===== config.mk =====
export PLATFORM = sky130hd
export DESIGN_NAME = clfp_ctrl
export DESIGN_NICKNAME = d
export VERILOG_FILES = /design/src/rtl/clfp_pkg.sv /design/src/rtl/clfp_ctrl.sv /design/src/rtl/clfp_fifo.sv /design/src/rtl/clfp_victim.sv
export SDC_FILE = /design/constraint.sdc
export NUM_CORES = 1
export LEC_CHECK = 0
export BUFFER_PORTS_ARGS = -buffer_cell sky130_fd_sc_hd__buf_4
export CORE_MARGIN = 2
export CORE_UTILIZATION = 44
export CTS_CLUSTER_SIZE = 14
export DETAILED_ROUTE_END_ITERATION = 8
export GPL_ROUTABILITY_DRIVEN = 0
export PLACE_DENSITY = 0.66
export SLEW_MARGIN = 25
export SYNTH_ARGS = -nofsm -noshare
export SYNTH_HDL_FRONTEND = slang
export SYNTH_SLANG_ARGS = --single-unit

===== constraint.sdc =====
create_clock -name MCLK -period 16.3 [get_ports MCLK]
set_clock_uncertainty 0.2 [all_clocks]
set_input_delay 0.815 -clock MCLK [delete_from_list [all_inputs] [get_ports MCLK]]
set_output_delay 0.815 -clock MCLK [all_outputs]
set_load 0.1 [all_outputs]

===== src/rtl/clfp_pkg.sv =====
/*
  Constants, types and encodings shared by the line fill and push controller.
  Assumes a 32-bit bus of long words, four long words to a line, four ways to a set.

  //Contract
  //- Place a new line in the first invalid way; else pick victim pseudo-randomly.
  //- Instruction and data caches each keep their own two-bit replacement counter.
  //- Instruction counter advances once per half-line accessed.
  //- Data counter: per read half-line, copyback write line, writethrough bus transfer.
  //- All ways valid on miss: replace counter-selected way, then advance counter.
  //- Cachable read miss or copyback write miss starts line read with size and way.
  //- Burst inhibit on first word: end line access, then three long-word reads.
  //- First ack without burst inhibit: keep address, latch four words by ack.
  //- First cycle fetches the requested entry (lower part if spanning two).
  //- Inhibit on first cycle blocks cache load, transfer runs out, buffer dropped.
  //- Bus error on first cycle aborts; data immediate, prefetch pending exception.
  //- Bus error later aborts, invalidates buffer; exception only if word awaited.
  //- Ack plus error ack on first fill cycle retries; later it is bus error.
  //- Dirty victim goes to push buffer; restored if fill inhibited or errors.
  //- Inhibited fill after copyback write miss makes the write go through.
  //- Push on replacement, push instruction, or noncachable hit; locked marker kept.
  //- Push buffer snoop-visible only; written after successful fill, then freed.
  //- One dirty entry: single long-word push, modifier 000, retry allowed.
  //- Two or more dirty: burst push, three writes under inhibit, first retry only.
*/

package clfp_pkg;
  localparam int WORD_W = 32;
  localparam int LINE_WORDS = 4;
  localparam int LINE_W = 128;
  localparam int WAYS = 4;
  localparam logic [1:0] CNT_RESET = 2'h0;
  localparam logic [1:0] SIZE_LONG = 2'h0;
  localparam logic [1:0] SIZE_LINE = 2'h3;
  localparam logic [2:0] TM_PUSH = 3'h0;
  localparam logic [2:0] TM_DATA = 3'h1;
  localparam logic [1:0] IDX_LAST = 2'h3;

  typedef enum logic [2:0] {
    CLFP_IDLE = 3'b000,
    CLFP_FILL = 3'b001,
    CLFP_PUSH = 3'b010,
    CLFP_DONE = 3'b011,
    CLFP_WTHR = 3'b100
  } clfp_state_t;
endpackage : clfp_pkg


===== src/rtl/clfp_ctrl.sv =====
/*
  Line fill and dirty-line push controller for an instruction and a data cache.
  Assumes a synchronous processor bus slave answering with ack, error ack,
  burst inhibit and fill cache inhibit; tag arrays live outside and are steered here.
*/
`timescale 1ns/1ps
`default_nettype none

module clfp_ctrl #(
  parameter int FIFO_DEPTH = 16
) (
  input wire logic MCLK,
  input wire logic RST,
  // Cache access counting
  input wire logic IC_HALF_ACCESS,
  input wire logic DC_READ_HALF,
  input wire logic DC_CB_WRITE_LINE,
  input wire logic DC_WT_TRANSFER,
  // Miss request
  input wire logic MISS_REQ,
  input wire logic MISS_IS_DATA,
  input wire logic MISS_IS_WRITE_CB,
  input wire logic MISS_AWAIT2,
  input wire logic [31:0] MISS_ADDR,
  input wire logic [3:0] SET_VALID,
  input wire logic [3:0] VICTIM_DIRTY,
  input wire logic [127:0] VICTIM_LINE,
  input wire logic [31:0] VICTIM_ADDR,
  // Explicit push or noncachable hit
  input wire logic PUSH_REQ,
  input wire logic PUSH_LOCKED,
  output logic MISS_READY,
  // Cache array steering
  output logic [1:0] FILL_WAY,
  output logic VICTIM_INVALIDATE,
  output logic VICTIM_RESTORE,
  output logic LINE_WRITE,
  output logic [127:0] LINE_BUF,
  output logic [3:0] LINE_BUF_VALID,
  output logic SNOOP_PUSH_VALID,
  output logic WRITE_THROUGH,
  // Forwarded data
  output logic FWD_VALID,
  input wire logic FWD_READY,
  output logic [31:0] FWD_DATA,
  // Exceptions
  output logic BERR_NOW,
  output logic BERR_PENDING,
  // Processor bus
  output logic BUS_REQ,
  output logic [31:0] BUS_ADDR,
  output logic [1:0] TRANSFER_SIZE_CODE,
  output logic [1:0] FILL_WAY_INDEX,
  output logic [2:0] TRANSFER_MODIFIER,
  output logic BUS_WRITE,
  output logic BUS_LOCK,
  output logic [31:0] BUS_WDATA,
  input wire logic [31:0] BUS_RDATA,
  input wire logic TRANSFER_ACK,
  input wire logic TRANSFER_ERROR_ACK,
  input wire logic BURST_INHIBIT,
  input wire logic FILL_CACHE_INHIBIT
);
  initial begin
    if (FIFO_DEPTH < 2) $error("FIFO_DEPTH too small");
  end

  // ---------------------------------------------------------------
  // Replacement
  // ---------------------------------------------------------------
  logic [1:0] ic_way;
  logic [1:0] dc_way;
  wire take_i = MISS_REQ && MISS_READY && !MISS_IS_DATA;
  wire take_d = MISS_REQ && MISS_READY && MISS_IS_DATA;
  wire dc_adv = DC_READ_HALF || DC_CB_WRITE_LINE || DC_WT_TRANSFER;

  clfp_victim u_ic (
    .clk(MCLK), .rst(RST), .way_valid(SET_VALID),
    .adv(IC_HALF_ACCESS), .take(take_i), .way(ic_way), .cnt()
  );
  clfp_victim u_dc (
    .clk(MCLK), .rst(RST), .way_valid(SET_VALID),
    .adv(dc_adv), .take(take_d), .way(dc_way), .cnt()
  );

  // ---------------------------------------------------------------
  // State
  // ---------------------------------------------------------------
  clfp_pkg::clfp_state_t state_r;
  clfp_pkg::clfp_state_t state_nxt;
  logic [1:0] beat_r;
  logic [1:0] first_idx_r;
  logic [31:0] line_addr_r;
  logic is_data_r;
  logic cb_write_r;
  logic await2_r;
  logic inhibit_r;
  logic burst_off_r;
  logic [1:0] way_r;
  logic push_line_r;
  logic pb_valid_r;
  logic [127:0] pb_line_r;
  logic [31:0] pb_addr_r;
  logic [3:0] pb_dirty_r;
  logic restore_r;
  logic line_write_r;
  logic wthr_r;
  logic inval_r;
  logic berr_now_r;
  logic berr_pend_r;
  logic req_r;
  logic write_r;
  logic lock_r;
  logic [31:0] addr_r;
  logic [31:0] wdata_r;
  logic [1:0] size_r;
  logic [2:0] tm_r;
  logic [127:0] lbuf_r;
  logic [3:0] lbuf_v_r;
  logic fifo_in_ready;

  // ---------------------------------------------------------------
  // Helpers
  // ---------------------------------------------------------------
  function automatic logic [1:0] first_one(input logic [3:0] v);
    first_one = v[0] ? 2'h0 : v[1] ? 2'h1 : v[2] ? 2'h2 : 2'h3;
  endfunction : first_one

  function automatic logic many_dirty(input logic [3:0] v);
    many_dirty = (v & (v - 4'h1)) != 4'h0;
  endfunction : many_dirty

  function automatic logic [31:0] word_of(input logic [127:0] line, input logic [1:0] idx);
    word_of = line[{idx, 5'h00} +: clfp_pkg::WORD_W];
  endfunction : word_of

  function automatic logic [1:0] push_start(input logic [3:0] v);
    push_start = many_dirty(v) ? 2'h0 : first_one(v);
  endfunction : push_start

  // ---------------------------------------------------------------
  // Decode
  // ---------------------------------------------------------------
  wire idle = state_r == clfp_pkg::CLFP_IDLE;
  wire in_fill = state_r == clfp_pkg::CLFP_FILL;
  wire in_push = state_r == clfp_pkg::CLFP_PUSH;
  wire in_done = state_r == clfp_pkg::CLFP_DONE;
  wire in_wthr = state_r == clfp_pkg::CLFP_WTHR;
  wire in_xfer = in_fill || in_push;
  wire ack_seen = in_xfer && req_r && TRANSFER_ACK && !TRANSFER_ERROR_ACK;
  wire both_seen = in_xfer && req_r && TRANSFER_ACK && TRANSFER_ERROR_ACK;
  wire err_seen = in_xfer && req_r && !TRANSFER_ACK && TRANSFER_ERROR_ACK;
  wire first_beat = beat_r == 2'h0;
  wire last_beat = beat_r == clfp_pkg::IDX_LAST;
  wire retry_now = both_seen && first_beat;
  wire fault_now = err_seen || (both_seen && !first_beat);
  wire pseudo_mode = first_beat ? BURST_INHIBIT : burst_off_r;
  wire single_push = in_push && !push_line_r;
  wire xfer_end = fault_now || (ack_seen && (last_beat || single_push));
  wire gap_now = ack_seen && pseudo_mode && !xfer_end;
  wire accept_miss = idle && MISS_REQ;
  wire accept_push = idle && !MISS_REQ && PUSH_REQ && (|VICTIM_DIRTY);
  wire push_after_fill = in_done && !wthr_r && pb_valid_r && line_write_r;
  wire start_push = accept_push || push_after_fill;
  wire [1:0] pick_way = MISS_IS_DATA ? dc_way : ic_way;
  wire [1:0] word_idx = first_idx_r + beat_r;
  wire [1:0] next_idx = word_idx + 2'h1;
  wire [1:0] beat_next = beat_r + 2'h1;
  wire fill_last = in_fill && ack_seen && last_beat;
  wire await_hit = await2_r && beat_r == 2'h1;
  wire fwd_push = in_fill && ack_seen;
  wire [127:0] src_line = idle ? VICTIM_LINE : pb_line_r;
  wire [3:0] src_dirty = idle ? VICTIM_DIRTY : pb_dirty_r;
  wire [31:0] src_addr = idle ? VICTIM_ADDR : pb_addr_r;
  wire [1:0] src_idx = push_start(src_dirty);
  wire [31:0] fill_gap_addr = {line_addr_r[31:4], next_idx, 2'h0};
  wire [31:0] push_gap_addr = {pb_addr_r[31:4], beat_next, 2'h0};
  wire [31:0] gap_addr = in_push ? push_gap_addr : fill_gap_addr;

  // ---------------------------------------------------------------
  // Sequencer
  // ---------------------------------------------------------------
  always_comb begin
    state_nxt = state_r;
    unique case (state_r)
      clfp_pkg::CLFP_IDLE: begin
        if (accept_miss) state_nxt = clfp_pkg::CLFP_FILL;
        else if (accept_push) state_nxt = clfp_pkg::CLFP_PUSH;
      end
      clfp_pkg::CLFP_FILL: begin
        if (xfer_end) state_nxt = clfp_pkg::CLFP_DONE;
      end
      clfp_pkg::CLFP_DONE: begin
        if (wthr_r) state_nxt = clfp_pkg::CLFP_WTHR;
        else if (push_after_fill) state_nxt = clfp_pkg::CLFP_PUSH;
        else state_nxt = clfp_pkg::CLFP_IDLE;
      end
      clfp_pkg::CLFP_PUSH: begin
        if (xfer_end) state_nxt = clfp_pkg::CLFP_IDLE;
      end
      clfp_pkg::CLFP_WTHR: begin
        state_nxt = clfp_pkg::CLFP_IDLE;
      end
      default: begin
        state_nxt = clfp_pkg::CLFP_IDLE;
      end
    endcase
  end

  always_ff @(posedge MCLK) begin
    if (RST) state_r <= clfp_pkg::CLFP_IDLE;
    else state_r <= state_nxt;
  end

  // Miss capture
  always_ff @(posedge MCLK) begin
    if (RST) begin
      first_idx_r <= 2'h0;
      line_addr_r <= 32'h0;
      is_data_r <= 1'b0;
      cb_write_r <= 1'b0;
      await2_r <= 1'b0;
      way_r <= 2'h0;
    end else if (accept_miss) begin
      first_idx_r <= MISS_ADDR[3:2];
      line_addr_r <= MISS_ADDR;
      is_data_r <= MISS_IS_DATA;
      cb_write_r <= MISS_IS_WRITE_CB;
      await2_r <= MISS_AWAIT2;
      way_r <= pick_way;
    end
  end

  // Beat count and first-cycle qualifiers
  always_ff @(posedge MCLK) begin
    if (RST || accept_miss || start_push) begin
      beat_r <= 2'h0;
      inhibit_r <= 1'b0;
      burst_off_r <= 1'b0;
    end else if (ack_seen) begin
      beat_r <= beat_next;
      if (first_beat) begin
        inhibit_r <= FILL_CACHE_INHIBIT;
        burst_off_r <= BURST_INHIBIT;
      end
    end
  end

  // ---------------------------------------------------------------
  // Bus side
  // ---------------------------------------------------------------
  always_ff @(posedge MCLK) begin
    if (RST) begin
      req_r <= 1'b0;
      write_r <= 1'b0;
      lock_r <= 1'b0;
      addr_r <= 32'h0;
      wdata_r <= 32'h0;
      size_r <= clfp_pkg::SIZE_LONG;
      tm_r <= clfp_pkg::TM_DATA;
    end else if (accept_miss) begin
      req_r <= 1'b1;
      write_r <= 1'b0;
      lock_r <= 1'b0;
      addr_r <= {MISS_ADDR[31:2], 2'h0};
      size_r <= clfp_pkg::SIZE_LINE;
      tm_r <= clfp_pkg::TM_DATA;
    end else if (start_push) begin
      req_r <= 1'b1;
      write_r <= 1'b1;
      lock_r <= accept_push && PUSH_LOCKED;
      addr_r <= {src_addr[31:4], src_idx, 2'h0};
      wdata_r <= word_of(src_line, src_idx);
      size_r <= many_dirty(src_dirty) ? clfp_pkg::SIZE_LINE : clfp_pkg::SIZE_LONG;
      tm_r <= clfp_pkg::TM_PUSH;
    end else if (xfer_end) begin
      req_r <= 1'b0;
      write_r <= 1'b0;
      lock_r <= 1'b0;
    end else begin
      if (gap_now) begin
        req_r <= 1'b0;
        size_r <= clfp_pkg::SIZE_LONG;
        addr_r <= gap_addr;
      end else if (in_xfer && !req_r) begin
        req_r <= 1'b1;
      end
      if (ack_seen && in_push) wdata_r <= word_of(pb_line_r, beat_next);
    end
  end

  // ---------------------------------------------------------------
  // Push buffer
  // ---------------------------------------------------------------
  always_ff @(posedge MCLK) begin
    if (RST) begin
      pb_valid_r <= 1'b0;
    end else if ((accept_miss || accept_push) && (|VICTIM_DIRTY)) begin
      pb_valid_r <= 1'b1;
      pb_line_r <= VICTIM_LINE;
      pb_addr_r <= VICTIM_ADDR;
      pb_dirty_r <= VICTIM_DIRTY;
      push_line_r <= many_dirty(VICTIM_DIRTY);
    end else if (restore_r || (in_push && xfer_end)) begin
      pb_valid_r <= 1'b0;
    end
  end

  // Fill outcome, pulsed while in DONE; victim invalidate pulsed in the first FILL cycle
  always_ff @(posedge MCLK) begin
    if (RST) begin
      line_write_r <= 1'b0;
      restore_r <= 1'b0;
      wthr_r <= 1'b0;
      inval_r <= 1'b0;
    end else begin
      line_write_r <= fill_last && !inhibit_r;
      restore_r <= pb_valid_r && in_fill && (fault_now || (fill_last && inhibit_r));
      wthr_r <= fill_last && inhibit_r && cb_write_r;
      inval_r <= accept_miss && SET_VALID[pick_way];
    end
  end

  // Exceptions
  always_ff @(posedge MCLK) begin
    if (RST) begin
      berr_now_r <= 1'b0;
      berr_pend_r <= 1'b0;
    end else begin
      berr_now_r <= fault_now && (in_push || (is_data_r && (first_beat || await_hit)));
      if (in_fill && fault_now && !is_data_r && first_beat) berr_pend_r <= 1'b1;
      else if (accept_miss) berr_pend_r <= 1'b0;
    end
  end

  // ---------------------------------------------------------------
  // Line buffer and forwarding
  // ---------------------------------------------------------------
  always_ff @(posedge MCLK) begin
    if (RST || accept_miss) begin
      lbuf_v_r <= 4'h0;
    end else if (in_fill && fault_now) begin
      lbuf_v_r <= 4'h0;
    end else if (fwd_push) begin
      lbuf_v_r[word_idx] <= 1'b1;
      lbuf_r[{word_idx, 5'h00} +: clfp_pkg::WORD_W] <= BUS_RDATA;
    end else if (in_done && inhibit_r) begin
      lbuf_v_r <= 4'h0;
    end
  end

  clfp_fifo #(
    .WIDTH(clfp_pkg::WORD_W),
    .DEPTH(FIFO_DEPTH)
  ) u_fwd (
    .clk(MCLK),
    .rst(RST),
    .in_valid(fwd_push),
    .in_ready(fifo_in_ready),
    .in_data(BUS_RDATA),
    .out_valid(FWD_VALID),
    .out_ready(FWD_READY),
    .out_data(FWD_DATA)
  );

  // ---------------------------------------------------------------
  // Outputs
  // ---------------------------------------------------------------
  assign MISS_READY = idle;
  assign FILL_WAY = way_r;
  assign FILL_WAY_INDEX = way_r;
  assign VICTIM_INVALIDATE = inval_r;
  assign VICTIM_RESTORE = restore_r;
  assign LINE_WRITE = line_write_r;
  assign LINE_BUF = lbuf_r;
  assign LINE_BUF_VALID = lbuf_v_r;
  assign SNOOP_PUSH_VALID = pb_valid_r;
  assign WRITE_THROUGH = in_wthr;
  assign BERR_NOW = berr_now_r;
  assign BERR_PENDING = berr_pend_r;
  assign BUS_REQ = req_r;
  assign BUS_ADDR = addr_r;
  assign TRANSFER_SIZE_CODE = size_r;
  assign TRANSFER_MODIFIER = tm_r;
  assign BUS_WRITE = write_r;
  assign BUS_LOCK = lock_r;
  assign BUS_WDATA = wdata_r;
endmodule : clfp_ctrl
`default_nettype wire


===== src/rtl/clfp_fifo.sv =====
/*
  Parameterised word FIFO with valid/ready on both sides.
  Assumes one clock and synchronous active-high reset.
*/
`timescale 1ns/1ps
`default_nettype none

module clfp_fifo #(
  parameter int WIDTH = 32,
  parameter int DEPTH = 16
) (
  input wire logic clk,
  input wire logic rst,
  // Fill side
  input wire logic in_valid,
  output logic in_ready,
  input wire logic [WIDTH-1:0] in_data,
  // Drain side
  output logic out_valid,
  input wire logic out_ready,
  output logic [WIDTH-1:0] out_data
);
  localparam int AW = $clog2(DEPTH);
  initial begin
    if (DEPTH < 2 || (1 << AW) != DEPTH) $error("DEPTH must be a power of two");
  end

  logic [WIDTH-1:0] mem [DEPTH];
  logic [AW-1:0] wp_r;
  logic [AW-1:0] rp_r;
  logic [AW:0] cnt_r;
  wire push = in_valid && in_ready;
  wire pop = out_valid && out_ready;

  assign in_ready = cnt_r != (AW+1)'(DEPTH);
  assign out_valid = cnt_r != '0;
  assign out_data = mem[rp_r];

  always_ff @(posedge clk) begin
    if (push) mem[wp_r] <= in_data;
  end

  always_ff @(posedge clk) begin
    if (rst) begin
      wp_r <= '0;
      rp_r <= '0;
      cnt_r <= '0;
    end else begin
      if (push) wp_r <= wp_r + 1'b1;
      if (pop) rp_r <= rp_r + 1'b1;
      cnt_r <= cnt_r + (AW+1)'(push) - (AW+1)'(pop);
    end
  end
endmodule : clfp_fifo
`default_nettype wire


===== src/rtl/clfp_victim.sv =====
/*
  Victim way choice and replacement counter for one cache.
  Assumes the owner pulses the advance and use strobes.
*/
`timescale 1ns/1ps
`default_nettype none

module clfp_victim (
  input wire logic clk,
  input wire logic rst,
  // Set state
  input wire logic [3:0] way_valid,
  // Counter steps
  input wire logic adv,
  input wire logic take,
  // Result
  output logic [1:0] way,
  output logic [1:0] cnt
);
  logic [1:0] cnt_r;
  logic all_valid;
  logic [1:0] first_inv;

  function automatic logic [1:0] first_zero(input logic [3:0] v);
    first_zero = !v[0] ? 2'h0 : !v[1] ? 2'h1 : !v[2] ? 2'h2 : 2'h3;
  endfunction : first_zero

  assign all_valid = &way_valid;
  assign first_inv = first_zero(way_valid);
  assign way = all_valid ? cnt_r : first_inv;
  assign cnt = cnt_r;

  always_ff @(posedge clk) begin
    if (rst) cnt_r <= clfp_pkg::CNT_RESET;
    else if (adv || (take && all_valid)) cnt_r <= cnt_r + 2'h1;
  end
endmodule : clfp_victim
`default_nettype wire


==> results by group <==
Worst setup path
  – Worst R2R Start: state_r[1]
  – Startpoint types: flip-flop
  – R2R depth: 8
  – Arr. time, crit path: 3.64 ns
  – Critical path class: flip-flop to output port
  – Critical path peak fanout: 59
  – FF-to-FF setup slack: 12.19 ns
  – Slowest CP cell: buf_4
  – Reg-to-Reg End: LINE_BUF[24]
  – CP endpoint kind: output port
  – Max stage delay on crit path: 0.76 ns
  – Required time of the critical path: 15.29 ns
  – Critical-path cell list: buf_16 > buf_4 > mux4_2 > mux4_2 > buf_4

Die
  – Die W: 299 um
  – Die height: 299 um
  – Initial core utilization: 44.3%
  – Row cnt: 108
  – Core area: 86600 um^2
  – Io pins: 498
  – Die area: 89600 um^2

Route
  – # DRC: 0
  – DR iter-0 viols: 1878
  – DRT Wirelength: 105000 um
  – Drt via density: 5.77
  – Antenna viol nets, final: 0
  – First drt pass iteration count: 5
  – Wire per inst: 26.5 um
  – DR vias: 22800

Clock tree
  – Later-pin clock latency in the skew report: 0.65 ns
  – Clock Path Buffers: 3
  – Post-CTS Setup Bufs: 0
  – CTS tree: built
  – Num CTS Buffers: 98
  – Post-cts sizing count: 0
  – # hold bufs at CTS: 0
  – # clock sinks: 942
  – H-tree levels: 3
  – Worst-path clk slew: 0.06 ns
  – CTS root buffer: clkbuf_16

Worst hold path
  – Hold Crit Start: VICTIM_LINE[50]
  – Hold Path End: pb_line_r[50]
  – Worst Hold Path Cells: 1
  – HP Class: primary input to flip-flop

Power and ir drop
  – Share of total power in the clock network: 35.3%
  – Sw frac: 29.4%
  – Leak: 16.2 nW
  – Gate power share: 20.8%
  – P_int: 4.43 mW
  – Pwr Density: 134 nW/um^2
  – Peak VDD IR: 0.000102 V
  – Sequential fraction of design power: 43.9%
  – Switching power: 1.84 mW
  – Total Power: 6.27 mW

Synthesis
  – Most used flip-flop cell after synthesis: edfxtp_1
  – Ys Warns: 0
  – #FFs+latches synth: 942
  – Post-synth ARST share: 0%
  – Top cells by area, synth: edfxtp_1, mux4_2, dfxtp_1, and2_1, mux2_2
  – Unique masters post-synth: 64
  – Post-synth top area share: 62.7%
  – Mapped cell area: 38400 um^2
  – EDFF count, synth: 801
  – Post-synth top area cell: edfxtp_1
  – Syn Inst Count: 2222
  – Cell with the most instances after synthesis: edfxtp_1
  – Commonest cells in the netlist: edfxtp_1, mux4_2, nand2_1
  – Post-synthesis sequential area ratio: 70.1%
  – Mean post-synth cell area: 17.3 um^2

Place
  – Port buffer count: 487
  – Hpwl dp: 63500 um
  – Place WS: 12.19 ns

Timing
  – Setup WS post-layout: 11.65 ns
  – Final setup viols: 0
  – Final slew viol count: 0
  – Post-layout minimum cycle time: 4.65 ns
  – Final hold vios: 0
  – RSZ-0062 raised after global routing: no
  – Setup TNS: 0 ns
  – Worst Tran Pin Value: 1.03 ns
  – Slew HR: 30.9%
  – Fmax: 215 MHz
  – Final cycle utilization of the critical path: 28.5%

Global route
  – Tot GR Track Use: 22.9%
  – Met3 Use GR: 5.68%
  – GRT Max-Usage Layer: met2
  – First-pass GRT wire length: 152000 um
  – Met1 usage: 29.1%
  – Antenna violations before repair: 8
  – Global route overflow: 0
  – Largest net degree at the start of global routing: 104
  – Met2 Track Usage GR: 39.1%
  – Number of global-route vias before repair: 23900

Layout
  – Share of cells above drive strength 1: 36.2%
  – Post-layout util: 53.9%
  – Area delta synth->final: 21.7%
  – Final nets: 2979

Status
  – Status: finished clean

Flow run
  – Max-Cap Viols: 0
[worst max-delay path, delay by kind of cell, from the launching register on]
| kind | cells | cell delay (ns) |
|---|---|---|
| muxes | 2 | 0.96 |
| DFF | 1 | 0.65 |
| buffers and inverters | 3 | 1.32 |
[flip-flops by register name (all words and copies together) (netlist names), 3 cells and up, named ones only]
signal and flops:
BUS_ADDR 30, BUS_WDATA 32, LINE_BUF 128, LINE_BUF_VALID 4
line_addr_r 29, pb_addr_r 28, pb_dirty_r 4, pb_line_r 128
state_r 3, u_fwd.cnt_r 5, u_fwd.mem 512, u_fwd.rp_r 4
u_fwd.wp_r 4
[cell usage in the layout (no fill, tap or decap), types with 11 or more instances in the layout]
cell type    n
edfxtp_1   801
buf_4      536
mux4_2     204
nand2_1    144
dfxtp_1    136
and2_1     132
clkbuf_16   99
nor2_1      78
mux2_2      67
a311oi_1    60
a21oi_1     50
mux2i_1     48
o211ai_1    41
o221ai_1    28
o21bai_1    27
a211oi_1    24
inv_1       22
ha_1        22
o21ai_0     21
and3_1      20
clkinv_1    19
clkinv_2    19
clkbuf_1    18
nor2_4      13
a22oi_1     12
nor3_1      11
[final cells by class]
class	instances	area [um^2]
inverter	22	82.6
timing repair buffer	540	4110
antenna	6	15.0
clock inverter	64	609
fill	6873	39900
multi-input combinational	1103	10900
clock buffer	120	2590
tap	1155	1450
sequential	942	26900
[power groups by stage]
stage / Clock [mW] / Sequential [mW] / Combinational (mW)
4_1_cts: 2.25 / 2.75 / 1.32
2_1_floorplan: 0 / 2.91 / 0.869
6_report: 2.21 / 2.75 / 1.31
5_1_grt: 2.35 / 2.76 / 1.38
3_3_place_gp: 0 / 2.81 / 1.28
3_5_place_dp: 0 / 2.80 / 1.32
[kinds of logic (layout without fill, tap and decap cells)]
family                   after synthesis  count (layout)  synth area share, %
AO/OA/AOI/OAI                        288             288                 5.55
XOR/XNOR                              15              15                0.342
adder cells (fa/ha/maj)               25              25                0.822
buffers and inverters                180             746                 2.09
flip-flops                           942             942                 70.1
multiplexers                         321             321                 15.3
other                                  1              10              0.00978
AND/OR/NAND/NOR                      450             450                 5.87
[stage by stage]
stage | area (um^2) | hold slack [ns] | cells
floorplan | 38400 | 0.219 | 2225
detailed placement | 43400 | 0.236 | 3761
CTS | 46600 | 0.101 | 3945
global route | 46700 | 0.114 | 3947
global placement | 43400 | 0.237 | 3759
finish | 46700 | 0.142 | 3952
[per-layer routing]
metal,vias up,wire length [um],share of wire (%)
met5,-,46,0.044
met4,6,2710,2.6
met3,188,8490,8.1
met2,926,52500,50
met1,11900,41000,39
li1,9825,-,-
[worst max-delay path by stage]
stage	startpoint	endpoint	slack, ns	cells after the start
final	flip-flop	FWD_DATA[17]	11.65	5
after global routing	flip-flop	FWD_DATA[21]	11.42	4
after CTS	flip-flop	FWD_DATA[21]	11.57	4
after detailed placement	state_r[1]	LINE_BUF[121]	12.19	8
after global placement	flip-flop	FWD_DATA[10]	12.04	4
after floorplan	VICTIM_DIRTY[3]	pb_addr_r[10]	5.54	3
Power figures use the tool's default switching activity.
